==> config.mk <==
export PLATFORM = sky130hd
export DESIGN_NAME = adc_sequencer_control
export DESIGN_NICKNAME = d
export VERILOG_FILES = /design/src/adc_seq_pkg.sv /design/src/adc_sequencer_control.sv
export SDC_FILE = /design/constraint.sdc
export NUM_CORES = 1
export LEC_CHECK = 0
export BUFFER_PORTS_ARGS = -buffer_cell sky130_fd_sc_hd__clkbuf_2
export CAP_MARGIN = 30
export CORE_MARGIN = 4
export CORE_UTILIZATION = 56
export CTS_CLUSTER_DIAMETER = 60
export DETAILED_ROUTE_END_ITERATION = 7
export PLACE_DENSITY = 0.72
export SLEW_MARGIN = 10
export SYNTH_ARGS = -nofsm -noshare
export SYNTH_HDL_FRONTEND = slang
export SYNTH_SLANG_ARGS = --single-unit
==> constraint.sdc <==
create_clock -name ref_clk -period 11.5 [get_ports ref_clk]
set_clock_uncertainty 0.05 [all_clocks]
set_input_delay 2.875 -clock ref_clk [delete_from_list [all_inputs] [get_ports ref_clk]]
set_output_delay 2.875 -clock ref_clk [all_outputs]
set_load 0.1 [all_outputs]
==> src/adc_seq_pkg.sv <==
// Shared constants and types of the converter sequencer control block
package adc_seq_pkg;
  // Register byte offsets
  localparam logic [11:0] OFF_ACTIVE = 12'h000;
  localparam logic [11:0] OFF_RAW_IRQ = 12'h004;
  localparam logic [11:0] OFF_IRQ_MASK = 12'h008;
  localparam logic [11:0] OFF_IRQ_CLEAR = 12'h00C;
  localparam logic [11:0] OFF_OVERRUN = 12'h010;
  localparam logic [11:0] OFF_TRIG_SRC = 12'h014;
  localparam logic [11:0] OFF_UNDERRUN = 12'h018;
  localparam logic [11:0] OFF_PRIORITY = 12'h020;
  localparam logic [11:0] OFF_PROC_TRIG = 12'h028;
  localparam logic [11:0] OFF_AVERAGE = 12'h030;
  localparam logic [11:0] OFF_LOOPBACK = 12'h100;
  // Per-sequencer block: base 0x040, stride 0x020, word index inside
  localparam logic [11:0] OFF_SEQ_BASE = 12'h040;
  localparam int SEQ_STRIDE_LSB = 5;
  localparam logic [2:0] SUB_INPUT_SEL = 3'h0;
  localparam logic [2:0] SUB_STEP_CTL = 3'h1;
  localparam logic [2:0] SUB_RESULT = 3'h2;
  localparam logic [2:0] SUB_STATUS = 3'h3;
  // Reset values
  localparam logic [31:0] PRIORITY_RESET = 32'h0000_3210;
  localparam logic [31:0] STEP_CTL3_RESET = 32'h0000_0002;
  // Step control nibble fields
  localparam int CTL_DIFF = 0;
  localparam int CTL_LAST = 1;
  localparam int CTL_IRQ = 2;
  localparam int CTL_TEMP = 3;
  // Queue status fields
  localparam int STAT_TAIL_LSB = 0;
  localparam int STAT_HEAD_LSB = 4;
  localparam int STAT_EMPTY = 8;
  localparam int STAT_FULL = 12;
  // Trigger source codes
  localparam logic [3:0] TRIG_PROCESSOR = 4'h0;
  localparam logic [3:0] TRIG_ALWAYS = 4'hF;
  // Sequencer geometry
  localparam int NUM_SEQ = 4;
  localparam int MAX_STEPS = 8;
  localparam int RESULT_BITS = 10;
  localparam int AVG_MAX_LOG2 = 6;
  // Converter clock target and reference, in kHz
  localparam int REF_CLK_KHZ = 20000;
  localparam int CONV_CLK_KHZ = 16667;
  localparam int CONV_MIN_KHZ = 14000;
  localparam int CONV_MAX_KHZ = 18000;

  typedef enum logic [1:0] {ST_IDLE, ST_START, ST_WAIT, ST_STORE} seq_state_t;

  // Request presented to the analog converter core
  typedef struct packed {
    logic [2:0] pos_input;
    logic [2:0] neg_input;
    logic diff;
    logic temp;
  } conv_req_t;
endpackage

==> src/adc_sequencer_control.sv <==
// Sequencer, result queues and register file of the converter control block
module adc_sequencer_control #(
  parameter int REF_KHZ = adc_seq_pkg::REF_CLK_KHZ,
  parameter int NUM_EXT_TRIG = 4
) (
  input wire logic ref_clk,
  input wire logic sys_rst,
  input wire logic [11:0] reg_addr,
  input wire logic [31:0] reg_wdata,
  input wire logic reg_wr,
  input wire logic reg_rd,
  output logic [31:0] reg_rdata,
  input wire logic [NUM_EXT_TRIG-1:0] ext_trigger,
  output logic conv_start,
  output adc_seq_pkg::conv_req_t conv_req,
  input wire logic conv_done,
  input wire logic [9:0] conv_data,
  output logic [3:0] irq_out
);
  localparam int NS = adc_seq_pkg::NUM_SEQ;
  localparam int RB = adc_seq_pkg::RESULT_BITS;
  // Phase step of the converter tick accumulator
  localparam logic [15:0] TICK_STEP = 16'(adc_seq_pkg::CONV_CLK_KHZ);
  localparam logic [15:0] TICK_WRAP = 16'(REF_KHZ);

  // Tick rate at most the reference, and reference inside the 16-bit phase range
  if (REF_KHZ < adc_seq_pkg::CONV_CLK_KHZ || REF_KHZ > 65535)
  begin : g_bad_ref
    $error("reference clock cannot serve the converter tick");
  end
  if (NUM_EXT_TRIG < 1 || NUM_EXT_TRIG > 14)
  begin : g_bad_trig
    $error("external trigger count out of range");
  end

  // Steps per sequencer, also the queue depth
  function automatic logic [3:0] depth_of(input int s);
    case (s)
      0: depth_of = 4'h8;
      1: depth_of = 4'h4;
      2: depth_of = 4'h4;
      default: depth_of = 4'h1;
    endcase
  endfunction

  logic [3:0] active_reg;
  logic [3:0] raw_irq_reg;
  logic [3:0] irq_mask_reg;
  logic [3:0] overrun_reg;
  logic [3:0] underrun_reg;
  logic [15:0] trig_src_reg;
  logic [15:0] priority_reg;
  logic [2:0] average_reg;
  logic loopback_reg;
  logic [31:0] input_sel_reg [NS];
  logic [31:0] step_ctl_reg [NS];
  logic [3:0] pending_reg;
  logic [15:0] phase_reg;
  logic tick;
  logic [31:0] queue_mem [NS][adc_seq_pkg::MAX_STEPS];
  logic [2:0] head_reg [NS];
  logic [2:0] tail_reg [NS];
  logic [3:0] count_reg [NS];
  logic [3:0] push;
  logic [3:0] pop;
  logic [3:0] queue_full;
  logic [3:0] queue_empty;
  logic [3:0] step_irq;
  adc_seq_pkg::seq_state_t state_reg;
  logic [1:0] cur_seq_reg;
  logic [2:0] step_reg;
  logic [6:0] avg_cnt_reg;
  logic [16:0] acc_reg;
  logic [9:0] loop_cnt_reg;
  logic [3:0] start_req;
  logic [1:0] win_seq;
  logic win_any;
  logic [3:0] cur_ctl;
  logic [3:0] cur_sel;
  logic [6:0] avg_total;
  logic [16:0] acc_next;
  logic [9:0] sample;
  logic sample_valid;
  logic last_step;
  logic [31:0] rdata_next;
  logic seq_hit;
  logic [1:0] seq_idx;
  logic [2:0] sub_idx;
  logic wr_en;

  assign wr_en = reg_wr;
  assign seq_hit = reg_addr[11:8] == 4'h0 && reg_addr[7:5] >= 3'h2
    && reg_addr[7:5] <= 3'h5 && reg_addr[1:0] == 2'h0;
  assign seq_idx = 2'(reg_addr[7:5] - 3'h2);
  assign sub_idx = reg_addr[4:2];

  // Fractional divider: average tick rate is CONV over REF per cycle
  always_ff @(posedge ref_clk)
  begin
    if (sys_rst)
      phase_reg <= 16'h0000;
    else if (phase_reg + TICK_STEP >= TICK_WRAP)
      phase_reg <= 16'(phase_reg + TICK_STEP - TICK_WRAP);
    else
      phase_reg <= 16'(phase_reg + TICK_STEP);
  end
  assign tick = (phase_reg + TICK_STEP) >= TICK_WRAP;

  // Plain control registers written by software
  always_ff @(posedge ref_clk)
  begin
    if (sys_rst)
    begin
      active_reg <= 4'h0;
      irq_mask_reg <= 4'h0;
      trig_src_reg <= 16'h0000;
      priority_reg <= adc_seq_pkg::PRIORITY_RESET[15:0];
      average_reg <= 3'h0;
      loopback_reg <= 1'b0;
    end
    else if (wr_en)
    begin
      case (reg_addr)
        adc_seq_pkg::OFF_ACTIVE: active_reg <= reg_wdata[3:0];
        adc_seq_pkg::OFF_IRQ_MASK: irq_mask_reg <= reg_wdata[3:0];
        adc_seq_pkg::OFF_TRIG_SRC: trig_src_reg <= reg_wdata[15:0];
        adc_seq_pkg::OFF_PRIORITY:
          priority_reg <= reg_wdata[15:0] & 16'h3333;
        adc_seq_pkg::OFF_AVERAGE:
          average_reg <= reg_wdata[2:0] > 3'h6 ? 3'h6 : reg_wdata[2:0];
        adc_seq_pkg::OFF_LOOPBACK: loopback_reg <= reg_wdata[0];
        default: ;
      endcase
    end
  end

  // Step nibble registers, width limited to each sequencer's step count
  generate
    for (genvar s = 0; s < NS; s++)
    begin : g_step_cfg
      localparam logic [31:0] NIB_MASK =
        32'((64'h1 << (4 * depth_of(s))) - 64'h1);
      always_ff @(posedge ref_clk)
      begin
        if (sys_rst)
        begin
          input_sel_reg[s] <= 32'h0000_0000;
          step_ctl_reg[s] <= (s == NS - 1) ? adc_seq_pkg::STEP_CTL3_RESET
                                           : 32'h0000_0000;
        end
        else if (wr_en && seq_hit && seq_idx == 2'(s))
        begin
          if (sub_idx == adc_seq_pkg::SUB_INPUT_SEL)
            input_sel_reg[s] <= reg_wdata & NIB_MASK;
          if (sub_idx == adc_seq_pkg::SUB_STEP_CTL)
            step_ctl_reg[s] <= reg_wdata & NIB_MASK;
        end
      end
    end
  endgenerate

  // Trigger capture; a pending trigger waits for the arbiter
  generate
    for (genvar s = 0; s < NS; s++)
    begin : g_trigger
      logic [3:0] src;
      logic fire;
      assign src = trig_src_reg[4*s+3:4*s];
      always_comb
      begin
        fire = 1'b0;
        if (src == adc_seq_pkg::TRIG_PROCESSOR)
          fire = wr_en && reg_addr == adc_seq_pkg::OFF_PROC_TRIG
            && reg_wdata[s];
        else if (src == adc_seq_pkg::TRIG_ALWAYS)
          fire = 1'b1;
        else if (int'(src) <= NUM_EXT_TRIG)
          fire = ext_trigger[int'(src) - 1];
      end
      always_ff @(posedge ref_clk)
      begin
        if (sys_rst || !active_reg[s])
          pending_reg[s] <= 1'b0;
        else if (fire)
          pending_reg[s] <= 1'b1;
        else if (start_req[s])
          pending_reg[s] <= 1'b0;
      end
    end
  endgenerate

  // Lowest priority value among pending active sequencers wins
  always_comb
  begin
    logic [2:0] best;
    best = 3'h4;
    win_seq = 2'h0;
    win_any = 1'b0;
    for (int s = 0; s < NS; s++)
    begin
      if (pending_reg[s] && active_reg[s]
          && {1'b0, priority_reg[4*s+1 -: 2]} < best)
      begin
        best = {1'b0, priority_reg[4*s+1 -: 2]};
        win_seq = 2'(s);
        win_any = 1'b1;
      end
    end
  end
  always_comb
  begin
    start_req = 4'h0;
    if (state_reg == adc_seq_pkg::ST_IDLE && win_any && tick)
      start_req[win_seq] = 1'b1;
  end

  // Fields of the step now running
  assign cur_ctl = step_ctl_reg[cur_seq_reg][4*step_reg +: 4];
  assign cur_sel = input_sel_reg[cur_seq_reg][4*step_reg +: 4];
  assign avg_total = 7'(7'h01 << average_reg);
  assign last_step = cur_ctl[adc_seq_pkg::CTL_LAST]
    || {1'b0, step_reg} == depth_of(int'(cur_seq_reg)) - 4'h1;
  // Loopback answers at once with a counting code
  assign sample_valid = loopback_reg ? 1'b1 : conv_done;
  assign sample = loopback_reg ? loop_cnt_reg : conv_data;
  assign acc_next = acc_reg + {7'h00, sample};

  // Step sequencer: start, wait for the sample, average, store
  always_ff @(posedge ref_clk)
  begin
    if (sys_rst)
    begin
      state_reg <= adc_seq_pkg::ST_IDLE;
      cur_seq_reg <= 2'h0;
      step_reg <= 3'h0;
      avg_cnt_reg <= 7'h00;
      acc_reg <= 17'h00000;
      conv_start <= 1'b0;
      conv_req <= '0;
    end
    else
    begin
      conv_start <= 1'b0;
      case (state_reg)
        adc_seq_pkg::ST_IDLE:
          if (start_req != 4'h0)
          begin
            cur_seq_reg <= win_seq;
            step_reg <= 3'h0;
            avg_cnt_reg <= 7'h00;
            acc_reg <= 17'h00000;
            state_reg <= adc_seq_pkg::ST_START;
          end
        adc_seq_pkg::ST_START:
          if (tick)
          begin
            conv_start <= ~loopback_reg;
            conv_req.temp <= cur_ctl[adc_seq_pkg::CTL_TEMP];
            conv_req.diff <= cur_ctl[adc_seq_pkg::CTL_DIFF];
            if (cur_ctl[adc_seq_pkg::CTL_DIFF])
            begin
              conv_req.pos_input <= {cur_sel[1:0], 1'b0};
              conv_req.neg_input <= {cur_sel[1:0], 1'b1};
            end
            else
            begin
              conv_req.pos_input <= cur_sel[2:0];
              conv_req.neg_input <= 3'h0;
            end
            state_reg <= adc_seq_pkg::ST_WAIT;
          end
        adc_seq_pkg::ST_WAIT:
          if (sample_valid)
          begin
            acc_reg <= acc_next;
            avg_cnt_reg <= 7'(avg_cnt_reg + 7'h01);
            if (7'(avg_cnt_reg + 7'h01) == avg_total)
              state_reg <= adc_seq_pkg::ST_STORE;
            else
              state_reg <= adc_seq_pkg::ST_START;
          end
        adc_seq_pkg::ST_STORE:
        begin
          avg_cnt_reg <= 7'h00;
          acc_reg <= 17'h00000;
          step_reg <= 3'(step_reg + 3'h1);
          state_reg <= last_step ? adc_seq_pkg::ST_IDLE
                                 : adc_seq_pkg::ST_START;
        end
        default: state_reg <= adc_seq_pkg::ST_IDLE;
      endcase
    end
  end

  // Loopback code advances once per looped sample
  always_ff @(posedge ref_clk)
  begin
    if (sys_rst)
      loop_cnt_reg <= 10'h000;
    else if (loopback_reg && state_reg == adc_seq_pkg::ST_WAIT)
      loop_cnt_reg <= 10'(loop_cnt_reg + 10'h001);
  end

  // Queue traffic; popping is a read of the result address
  always_comb
  begin
    push = 4'h0;
    pop = 4'h0;
    step_irq = 4'h0;
    if (state_reg == adc_seq_pkg::ST_STORE)
    begin
      push[cur_seq_reg] = 1'b1;
      step_irq[cur_seq_reg] = cur_ctl[adc_seq_pkg::CTL_IRQ];
    end
    if (reg_rd && seq_hit && sub_idx == adc_seq_pkg::SUB_RESULT)
      pop[seq_idx] = 1'b1;
  end

  // Circular queues, one per sequencer, depth equal to step count
  generate
    for (genvar s = 0; s < NS; s++)
    begin : g_queue
      localparam logic [3:0] DEPTH = depth_of(s);
      logic do_push;
      logic do_pop;
      assign queue_full[s] = count_reg[s] == DEPTH;
      assign queue_empty[s] = count_reg[s] == 4'h0;
      // Full queue drops the new entry instead of overwriting
      assign do_push = push[s] && !queue_full[s];
      assign do_pop = pop[s] && !queue_empty[s];
      always_ff @(posedge ref_clk)
      begin
        if (sys_rst)
        begin
          head_reg[s] <= 3'h0;
          tail_reg[s] <= 3'h0;
          count_reg[s] <= 4'h0;
        end
        else
        begin
          if (do_push)
            tail_reg[s] <= ({1'b0, tail_reg[s]} == DEPTH - 4'h1)
              ? 3'h0 : 3'(tail_reg[s] + 3'h1);
          if (do_pop)
            head_reg[s] <= ({1'b0, head_reg[s]} == DEPTH - 4'h1)
              ? 3'h0 : 3'(head_reg[s] + 3'h1);
          count_reg[s] <= 4'(count_reg[s] + {3'h0, do_push}
            - {3'h0, do_pop});
        end
      end
      always_ff @(posedge ref_clk)
      begin
        if (do_push)
          queue_mem[s][tail_reg[s]] <=
            {22'h000000, 10'(acc_reg[RB - 1 + 6:0] >> average_reg)};
      end
    end
  endgenerate

  // Sticky status; a hardware set wins over a same-cycle clear
  always_ff @(posedge ref_clk)
  begin
    if (sys_rst)
    begin
      raw_irq_reg <= 4'h0;
      overrun_reg <= 4'h0;
      underrun_reg <= 4'h0;
    end
    else
    begin
      raw_irq_reg <= (raw_irq_reg & ~((wr_en
        && reg_addr == adc_seq_pkg::OFF_IRQ_CLEAR)
        ? reg_wdata[3:0] : 4'h0)) | step_irq;
      overrun_reg <= (overrun_reg & ~((wr_en
        && reg_addr == adc_seq_pkg::OFF_OVERRUN)
        ? reg_wdata[3:0] : 4'h0)) | (push & queue_full);
      underrun_reg <= (underrun_reg & ~((wr_en
        && reg_addr == adc_seq_pkg::OFF_UNDERRUN)
        ? reg_wdata[3:0] : 4'h0)) | (pop & queue_empty);
    end
  end

  // Only unmasked interrupts leave the block
  assign irq_out = raw_irq_reg & irq_mask_reg;

  // Read multiplexer; data appear the cycle after the strobe
  always_comb
  begin
    rdata_next = 32'h0000_0000;
    if (seq_hit)
    begin
      case (sub_idx)
        adc_seq_pkg::SUB_INPUT_SEL: rdata_next = input_sel_reg[seq_idx];
        adc_seq_pkg::SUB_STEP_CTL: rdata_next = step_ctl_reg[seq_idx];
        adc_seq_pkg::SUB_RESULT:
          rdata_next = queue_empty[seq_idx] ? 32'h0000_0000
            : queue_mem[seq_idx][head_reg[seq_idx]];
        adc_seq_pkg::SUB_STATUS:
        begin
          rdata_next[adc_seq_pkg::STAT_TAIL_LSB +: 3] = tail_reg[seq_idx];
          rdata_next[adc_seq_pkg::STAT_HEAD_LSB +: 3] = head_reg[seq_idx];
          rdata_next[adc_seq_pkg::STAT_EMPTY] = queue_empty[seq_idx];
          rdata_next[adc_seq_pkg::STAT_FULL] = queue_full[seq_idx];
        end
        default: rdata_next = 32'h0000_0000;
      endcase
    end
    else
    begin
      case (reg_addr)
        adc_seq_pkg::OFF_ACTIVE: rdata_next[3:0] = active_reg;
        adc_seq_pkg::OFF_RAW_IRQ: rdata_next[3:0] = raw_irq_reg;
        adc_seq_pkg::OFF_IRQ_MASK: rdata_next[3:0] = irq_mask_reg;
        adc_seq_pkg::OFF_IRQ_CLEAR:
          rdata_next[3:0] = raw_irq_reg & irq_mask_reg;
        adc_seq_pkg::OFF_OVERRUN: rdata_next[3:0] = overrun_reg;
        adc_seq_pkg::OFF_TRIG_SRC: rdata_next[15:0] = trig_src_reg;
        adc_seq_pkg::OFF_UNDERRUN: rdata_next[3:0] = underrun_reg;
        adc_seq_pkg::OFF_PRIORITY: rdata_next[15:0] = priority_reg;
        adc_seq_pkg::OFF_AVERAGE: rdata_next[2:0] = average_reg;
        adc_seq_pkg::OFF_LOOPBACK: rdata_next[0] = loopback_reg;
        default: rdata_next = 32'h0000_0000;
      endcase
    end
  end

  // Read data held only for one cycle after the strobe
  always_ff @(posedge ref_clk)
  begin
    if (sys_rst)
      reg_rdata <= 32'h0000_0000;
    else if (reg_rd)
      reg_rdata <= rdata_next;
    else
      reg_rdata <= 32'h0000_0000;
  end
endmodule

==> out/qor.yml, run 1 <==
clocking:
  cts_tree: "done"
  cts_buffer_depth: 3
  root_buffer: "clkbuf_16"
  clk_pin_slew_ns: 0.05
  clock-sinks: 646
  insertion_delay_ns: 0.60
  cts_hold_buf: 0
  cts-resized-gates: 0
  post-cts-setup-buffer-count: 0
  htree_levels: 3
  cts_buffers: 68
timing:
  setup_viol: 0
  timing.final.crit_period_ns: 6.21
  tns_ns: 0
  hold_viol_final: 0
  worst_pin_slew_ns: 0.979
  max_freq_mhz: 161
  fin_ws_ns: 5.29
  max_slew_margin_pct: 34.2
  slew_violations: 0
  rsz0062_at_grt: "no"
  fin_crit_sh_pct: 54.0
synth:
  yosysTopAreaCellShare_pct: 47.2
  syn_inst: 2427
  synth_top_area_cell: "edfxtp_1"
  synth_top_family_by_area: "multiplexers"
  ys.warnings.count: 0
  yosysSeqAreaShare_pct: 58.1
  synth_edf_count: 480
  synthFlopType: "edfxtp_1"
  syn_avg_cell_area_um2: 12.6
  synth_compound_area_share_pct: 9.67
  netlist_area_um2: 30500
  synthXorXnorAreaFrac_pct: 1.37
  synthArstFlopShare_pct: 0
  syn_nets: 2565
  synth-seq-cells: 646
  ys_types: 78
  yosys.area_share.simple_pct: 12.3
  synthMuxAreaShare_pct: 12.5
  synth-adder-area-share_pct: 3.19
  netlist_top_cells_area: "edfxtp_1 (47%), dfxtp_1 (11%), mux4_2 (9.1%)"
grt:
  antenna_found_initial: 1
  grt_max_degree: 75
  grt_pass1_vias: 20200
  grt.overflow.total: 0
  grt_pass1_wl_um: 120000
  grt_use_total_pct: 26.3
worst_setup_path:
  cp_data_required_time_ns: 11.91
  critPathMaxFanout: 23
  critical_path.endpoint_type: "flip-flop"
  start_kind: "primary input"
  crit_arrival_ns: 6.62
  crit_type: "primary input to flip-flop"
pwr:
  p_seq_share_pct: 49.2
  swShare_pct: 23.5
  p_per_area_nw_per_um2: 153
  internal-power_mw: 4.00
  peakVddDrop_v: 0.000129
  p_leak_nw: 11.7
  clkPwrFrac_pct: 41.6
  power_switching_mw: 1.23
  p_comb_share_pct: 9.1
layout:
  finalInstanceArea_um2: 34200
  largest_reg_flops: 320
  final_layout_size_suffix_gt1_share_pct: 17.3
  n_antenna_cell: 0
  final_cell_mix: "edfxtp_1 (480), nand2_1 (184), nor2_1 (184), dfxtp_1 (165), a21oi_1 (142)"
  area_delta_synth_final_pct: 12.1
  final_common_cell: "edfxtp_1"
  nNetsFinal: 2662
place:
  portBuffers: 107
  hpwl_um: 53100
  place_congestion: 0.942
  pre_cts_slack_ns: 4.63
  place_area_um2: 31900
floorplanning:
  die_h_um: 242
  start_util_pct: 56.7
  dieArea_um2: 58400
  io_pins: 108
  rows: 85
  core_area_um2: 53900
  die_w_um: 242
outcome:
  status: "completed"
routing:
  wire_per_inst_um: 24.0
  drt_iter0_markers: 2235
  ant_nets: 0
  vias: 20700
  wirelength_um: 78400
  dr.pass1.iters: 6
  drc: 0
  via_per_inst: 6.32
worst_hold_path:
  hold_class: "flip-flop to flip-flop"
run:
  maxCapViolations: 0
[per-layer routing]
| layer | up-vias | GRT usage [%] | part of all wire, % |
|---|---|---|---|
| met5 | - | 0 | 0.017 |
| met4 | 2 | 8.96 | 3.7 |
| met3 | 161 | 4.56 | 7.5 |
| met2 | 925 | 43.3 | 48 |
| met1 | 10200 | 36.0 | 41 |
| li1 | 9326 | - | - |
[synthesized netlist by cell type, types with 26 or more instances]
| cell | count |
|---|---|
| inv_1 | 74 |
| and3_1 | 26 |
| a211oi_1 | 54 |
| nor4_1 | 38 |
| nor2_1 | 185 |
| nand2_1 | 184 |
| nand2b_1 | 32 |
| and2_1 | 120 |
| edfxtp_1 | 480 |
| mux4_2 | 124 |
| clkbuf_1 | 109 |
| mux2i_1 | 82 |
| nor3_1 | 41 |
| o21ai_0 | 70 |
| nand3_1 | 45 |
| ha_1 | 70 |
| a21oi_1 | 145 |
| nor2b_1 | 41 |
| dfxtp_1 | 166 |
[final timing paths]
| path | start | endpoint | cells past startpoint | slack (ns) |
|---|---|---|---|---|
| min | pending_reg[1]$_SDFFE_PP0P_ | pending_reg[1]$_SDFFE_PP0P_ | 2 | 0.42 |
| min reg2reg | pending_reg[1]$_SDFFE_PP0P_ | pending_reg[1]$_SDFFE_PP0P_ | 2 | 0.42 |
| max reg2reg | active_reg[0]$_SDFFE_PP0P_ | flip-flop | 18 | 7.35 |
| max | reg_addr[9] | step_ctl_reg[2][6]$_SDFFCE_PN0P_ | 7 | 5.29 |
[cell families after synthesis]
group,Yosys count
multiplexers,223
adder cells (fa/ha/maj),75
buffers and inverters,227
XOR/XNOR,47
AND/OR/NAND/NOR,756
flip-flops,646
AO/OA/AOI/OAI,453
[through the flow]
step | power [mW] | cells | hold slack [ns] | utilization, %
3_5_place_dp | 3.09 | 3140 | 0.409 | 59.2
2_1_floorplan | 2.97 | 2427 | 0.385 | -
5_1_grt | 5.40 | 3268 | 0.448 | 63.5
3_3_place_gp | 3.08 | 3124 | 0.400 | 58.9
4_1_cts | 5.25 | 3258 | 0.417 | 63.3
6_report | 5.23 | 3268 | 0.417 | 63.5
[final cells by class]
| class | count | area [um2] |
|---|---|---|
| clock inverter | 25 | 250 |
| timing repair buffer | 175 | 1150 |
| tap | 696 | 871 |
| inverter | 79 | 297 |
| fill | 4040 | 19700 |
| clock buffer | 93 | 1950 |
| sequential | 646 | 17700 |
| multi-input combinational | 1554 | 12000 |
[worst max-delay path: stages]
cell and delay, ns:
clkbuf_2 0.08, nor4_1 0.74, nand2b_1 0.15, nor3_1 0.72, nand3_1 0.81, nor3_1 1.01
and2_1 0.23
[power by group through the flow]
stage	clock network, mW	logic [mW]	registers (mW)
2_1_floorplan	0	0.368	2.60
5_1_grt	2.30	0.521	2.58
4_1_cts	2.20	0.473	2.57
3_3_place_gp	0	0.458	2.62
3_5_place_dp	0	0.470	2.62
6_report	2.18	0.478	2.57
Note: power is estimated with default switching activity, not from simulation.
==> run 2, diff against run 1 <==
==> constraint.sdc (replaced) <==
create_clock -name ref_clk -period 6.3 [get_ports ref_clk]
set_clock_uncertainty 0.05 [all_clocks]
set_input_delay 1.575 -clock ref_clk [delete_from_list [all_inputs] [get_ports ref_clk]]
set_output_delay 1.575 -clock ref_clk [all_outputs]
set_load 0.1 [all_outputs]
==> run 2 against run 1 <==
  * Wire length grew 1.8%
  * Combinational power grew 82%
  * Highest routed layer unchanged
  * Clock power grew 78%
  * Sequential share of layout area shrank 0.053 points
  * Sequential cell count is the same
  * Worst setup slack lost 3.4 ns
  * Critical endpoint is now step_ctl_reg[2][1]$_SDFFCE_PN0P_
  * Largest power group unchanged
  * Sequential power grew 83%
  * Clock-buffer cell count shrank 2
  * Utilization grew 0.065 points
  * Register-to-register slack lost 5.1 ns
  * Global-route usage grew 0.70 points
==> out/qor.yml, run 2 (synthesis gave the netlist of run 1 again) <==
outcome:
  status: "completed"  # unchanged
worst_setup_path:
  startpoint: "reg_addr[3]"  # was reg_addr[9]
  cp_data_required_time_ns: 6.55  # was 11.91 ns
  crit_slowest_cell: "o21bai_1"  # was nor3_1
  path_cells: "clkbuf_2, clkinv_1, nand2_1, nor2_2, buf_4, nand3_1, o21bai_1, buf_4"  # was clkbuf_2, nor4_1, nand2b_1, nor3_1, nand3_1, nor3_1, and2_1
  cpPeakStageDelay_ns: 0.91  # was 1.01 ns
  critical_path.endpoint_type: "flip-flop"  # unchanged
  crit_arrival_ns: 4.69  # was 6.62 ns
  critPathMaxFanout: 25  # was 23
  cp_common_cell: "buf_4"  # was nor3_1
  start_kind: "primary input"  # unchanged
  crit_type: "primary input to flip-flop"  # unchanged
  r2r_cells: 18  # unchanged
  path_delay_family: "buffers and inverters"  # was simple AND/OR/NAND/NOR gates
  crit_cells: 8  # was 7
  crit_buf_inv: 4  # was 1
  r2r-start: "active_reg[0]$_SDFFE_PP0P_"  # unchanged
layout:
  final_layout_size_suffix_gt1_share_pct: 17.6  # was 17.3%
  n_antenna_cell: 0  # unchanged
  nNetsFinal: 2673  # was 2,662
  fillers: 3998  # was 4,040
  fin_util_pct: 63.6  # was 63.5%
  largest_reg_flops: 320  # unchanged
  seqCellArea_um2: 17700  # unchanged
  multi_input_area_um2: 12000  # unchanged
  area_delta_synth_final_pct: 12.2  # was 12.1%
  final_common_cell: "edfxtp_1"  # unchanged
  final_cell_mix: "edfxtp_1 (480), nand2_1 (184), nor2_1 (184), dfxtp_1 (165), a21oi_1 (142)"  # unchanged
routing:
  dr.pass1.iters: 6  # unchanged
  drt_iter0_markers: 2333  # was 2,235
  wire_per_inst_um: 24.3  # was 24.0 um
  ant_nets: 0  # unchanged
  wirelength_um: 79800  # was 78,400 um
  drc: 0  # unchanged
  via_per_inst: 6.36  # was 6.32
  vias: 20900  # was 20,700
timing:
  max_freq_mhz: 225
  timing.final.crit_period_ns: 4.44
  worst_pin_slew_ns: 0.956  # was 0.979 ns
  tns_ns: 0  # unchanged
  slew_violations: 0  # unchanged
  max_slew_margin_pct: 36.1  # was 34.2%
  setup_viol: 0  # unchanged
  fin_crit_sh_pct: 70.4
  rsz0062_at_grt: "no"  # unchanged
  hold_viol_final: 0  # unchanged
worst_hold_path:
  min-delay-start: "overrun_reg[2]$_SDFF_PP0_"  # was pending_reg[1]$_SDFFE_PP0P_
  hold_class: "flip-flop to flip-flop"  # unchanged
  min_path_cells: 2  # unchanged
place:
  place_congestion: 0.965  # was 0.942
  hpwl_um: 53700  # was 53,100 um
  portBuffers: 107  # unchanged
grt:
  grt.overflow.total: 0  # unchanged
  use_met2_pct: 44.1  # was 43.3%
  grt_max_degree: 93  # was 75
  grt_use_total_pct: 27.0  # was 26.3%
  met1_usage_pct: 36.9  # was 36.0%
  antenna_found_initial: 2  # was 1
  globalRouteMet3Util_pct: 5.11  # was 4.56%
  top_usage_layer: "met2"  # unchanged
  grt_pass1_vias: 20700  # was 20,200
  grt_pass1_wl_um: 123000  # was 120,000 um
floorplanning:
  rows: 85  # unchanged
  core_area_um2: 53900  # unchanged
  die_h_um: 242  # unchanged
  io_pins: 108  # unchanged
  die_w_um: 242  # unchanged
  dieArea_um2: 58400  # unchanged
  start_util_pct: 56.7  # unchanged
clocking:
  post-cts-setup-buffer-count: 0  # unchanged
  cts_buffers: 68  # unchanged
  cts_hold_buf: 0  # unchanged
  htree_levels: 3  # unchanged
  clock-sinks: 646  # unchanged
  insertion_delay_ns: 0.60  # about the same
  cts-resized-gates: 0  # unchanged
  root_buffer: "clkbuf_16"  # unchanged
  clk_pin_slew_ns: 0.06  # was 0.05 ns
  cts_buffer_depth: 3  # unchanged
  cts_tree: "done"  # unchanged
pwr:
  p_leak_nw: 11.7  # about the same
  peakVddDrop_v: 0.000265  # was 0.000129 V
  p_per_area_nw_per_um2: 275  # was 153 nW/um2
run:
  maxCapViolations: 0  # unchanged
[run 2: cell count changes in the layout (fill, tap and decap cells not counted), sizes merged]
cell	delta
buf	+11
clkinv	+3
clkbuf	-2
bufinv	-1
[run 2: area by class of cell]
cell class | count | area share (%)
clock buffers | 91 | 5.49
flip-flops and latches | 646 | 51.8
clock inverters | 27 | 0.719
multi-input cells | 1554 | 35.0
repair buffers | 186 | 3.67
inverters | 79 | 0.865
well taps | 696 | 2.54
[run 2: routing by layer]
metal / vias to the layer above / part of all wire [%]
li1: 9348 / -
met1: 10300 / 40
met2: 1064 / 48
met3: 148 / 8.6
met4: 2 / 3.4
met5: - / 0.018
[run 2: worst paths after layout]
kind | slack, ns | to
setup / recovery | 1.86 | step_ctl_reg[2][1]$_SDFFCE_PN0P_
hold / removal | 0.41 | overrun_reg[2]$_SDFF_PP0_
setup reg to reg | 2.28 | flip-flop
hold reg to reg | 0.41 | overrun_reg[2]$_SDFF_PP0_
[run 2: where the power goes]
| part | leakage (nW) | switching (mW) | total, mW | internal [mW] |
|---|---|---|---|---|
| clock | 1.03 | 1.61 | 3.87 | 2.26 |
| combinational | 4.98 | 0.540 | 0.868 | 0.328 |
| sequential | 5.70 | 0.0903 | 4.70 | 4.61 |
[run 2: worst min-delay path, stage by stage, from the launching register on]
cell,delay [ns]
dfxtp_1,0.31
nand2_1,0.05
a21oi_1,0.05
[run 2: stage by stage]
step | setup WS, ns | power [mW] | std cells | instance area, um2 | hold slack, ns
after floorplan | 1.15 | 5.41 | 2427 | 30500 | 0.385
after global placement | 1.36 | 5.62 | 3138 | 31900 | 0.401
after detailed placement | 1.34 | 5.64 | 3153 | 32100 | 0.403
after CTS | 1.97 | 9.47 | 3271 | 34200 | 0.412
after global routing | 1.66 | 9.76 | 3279 | 34300 | 0.437
final | 1.86 | 9.44 | 3279 | 34300 | 0.413
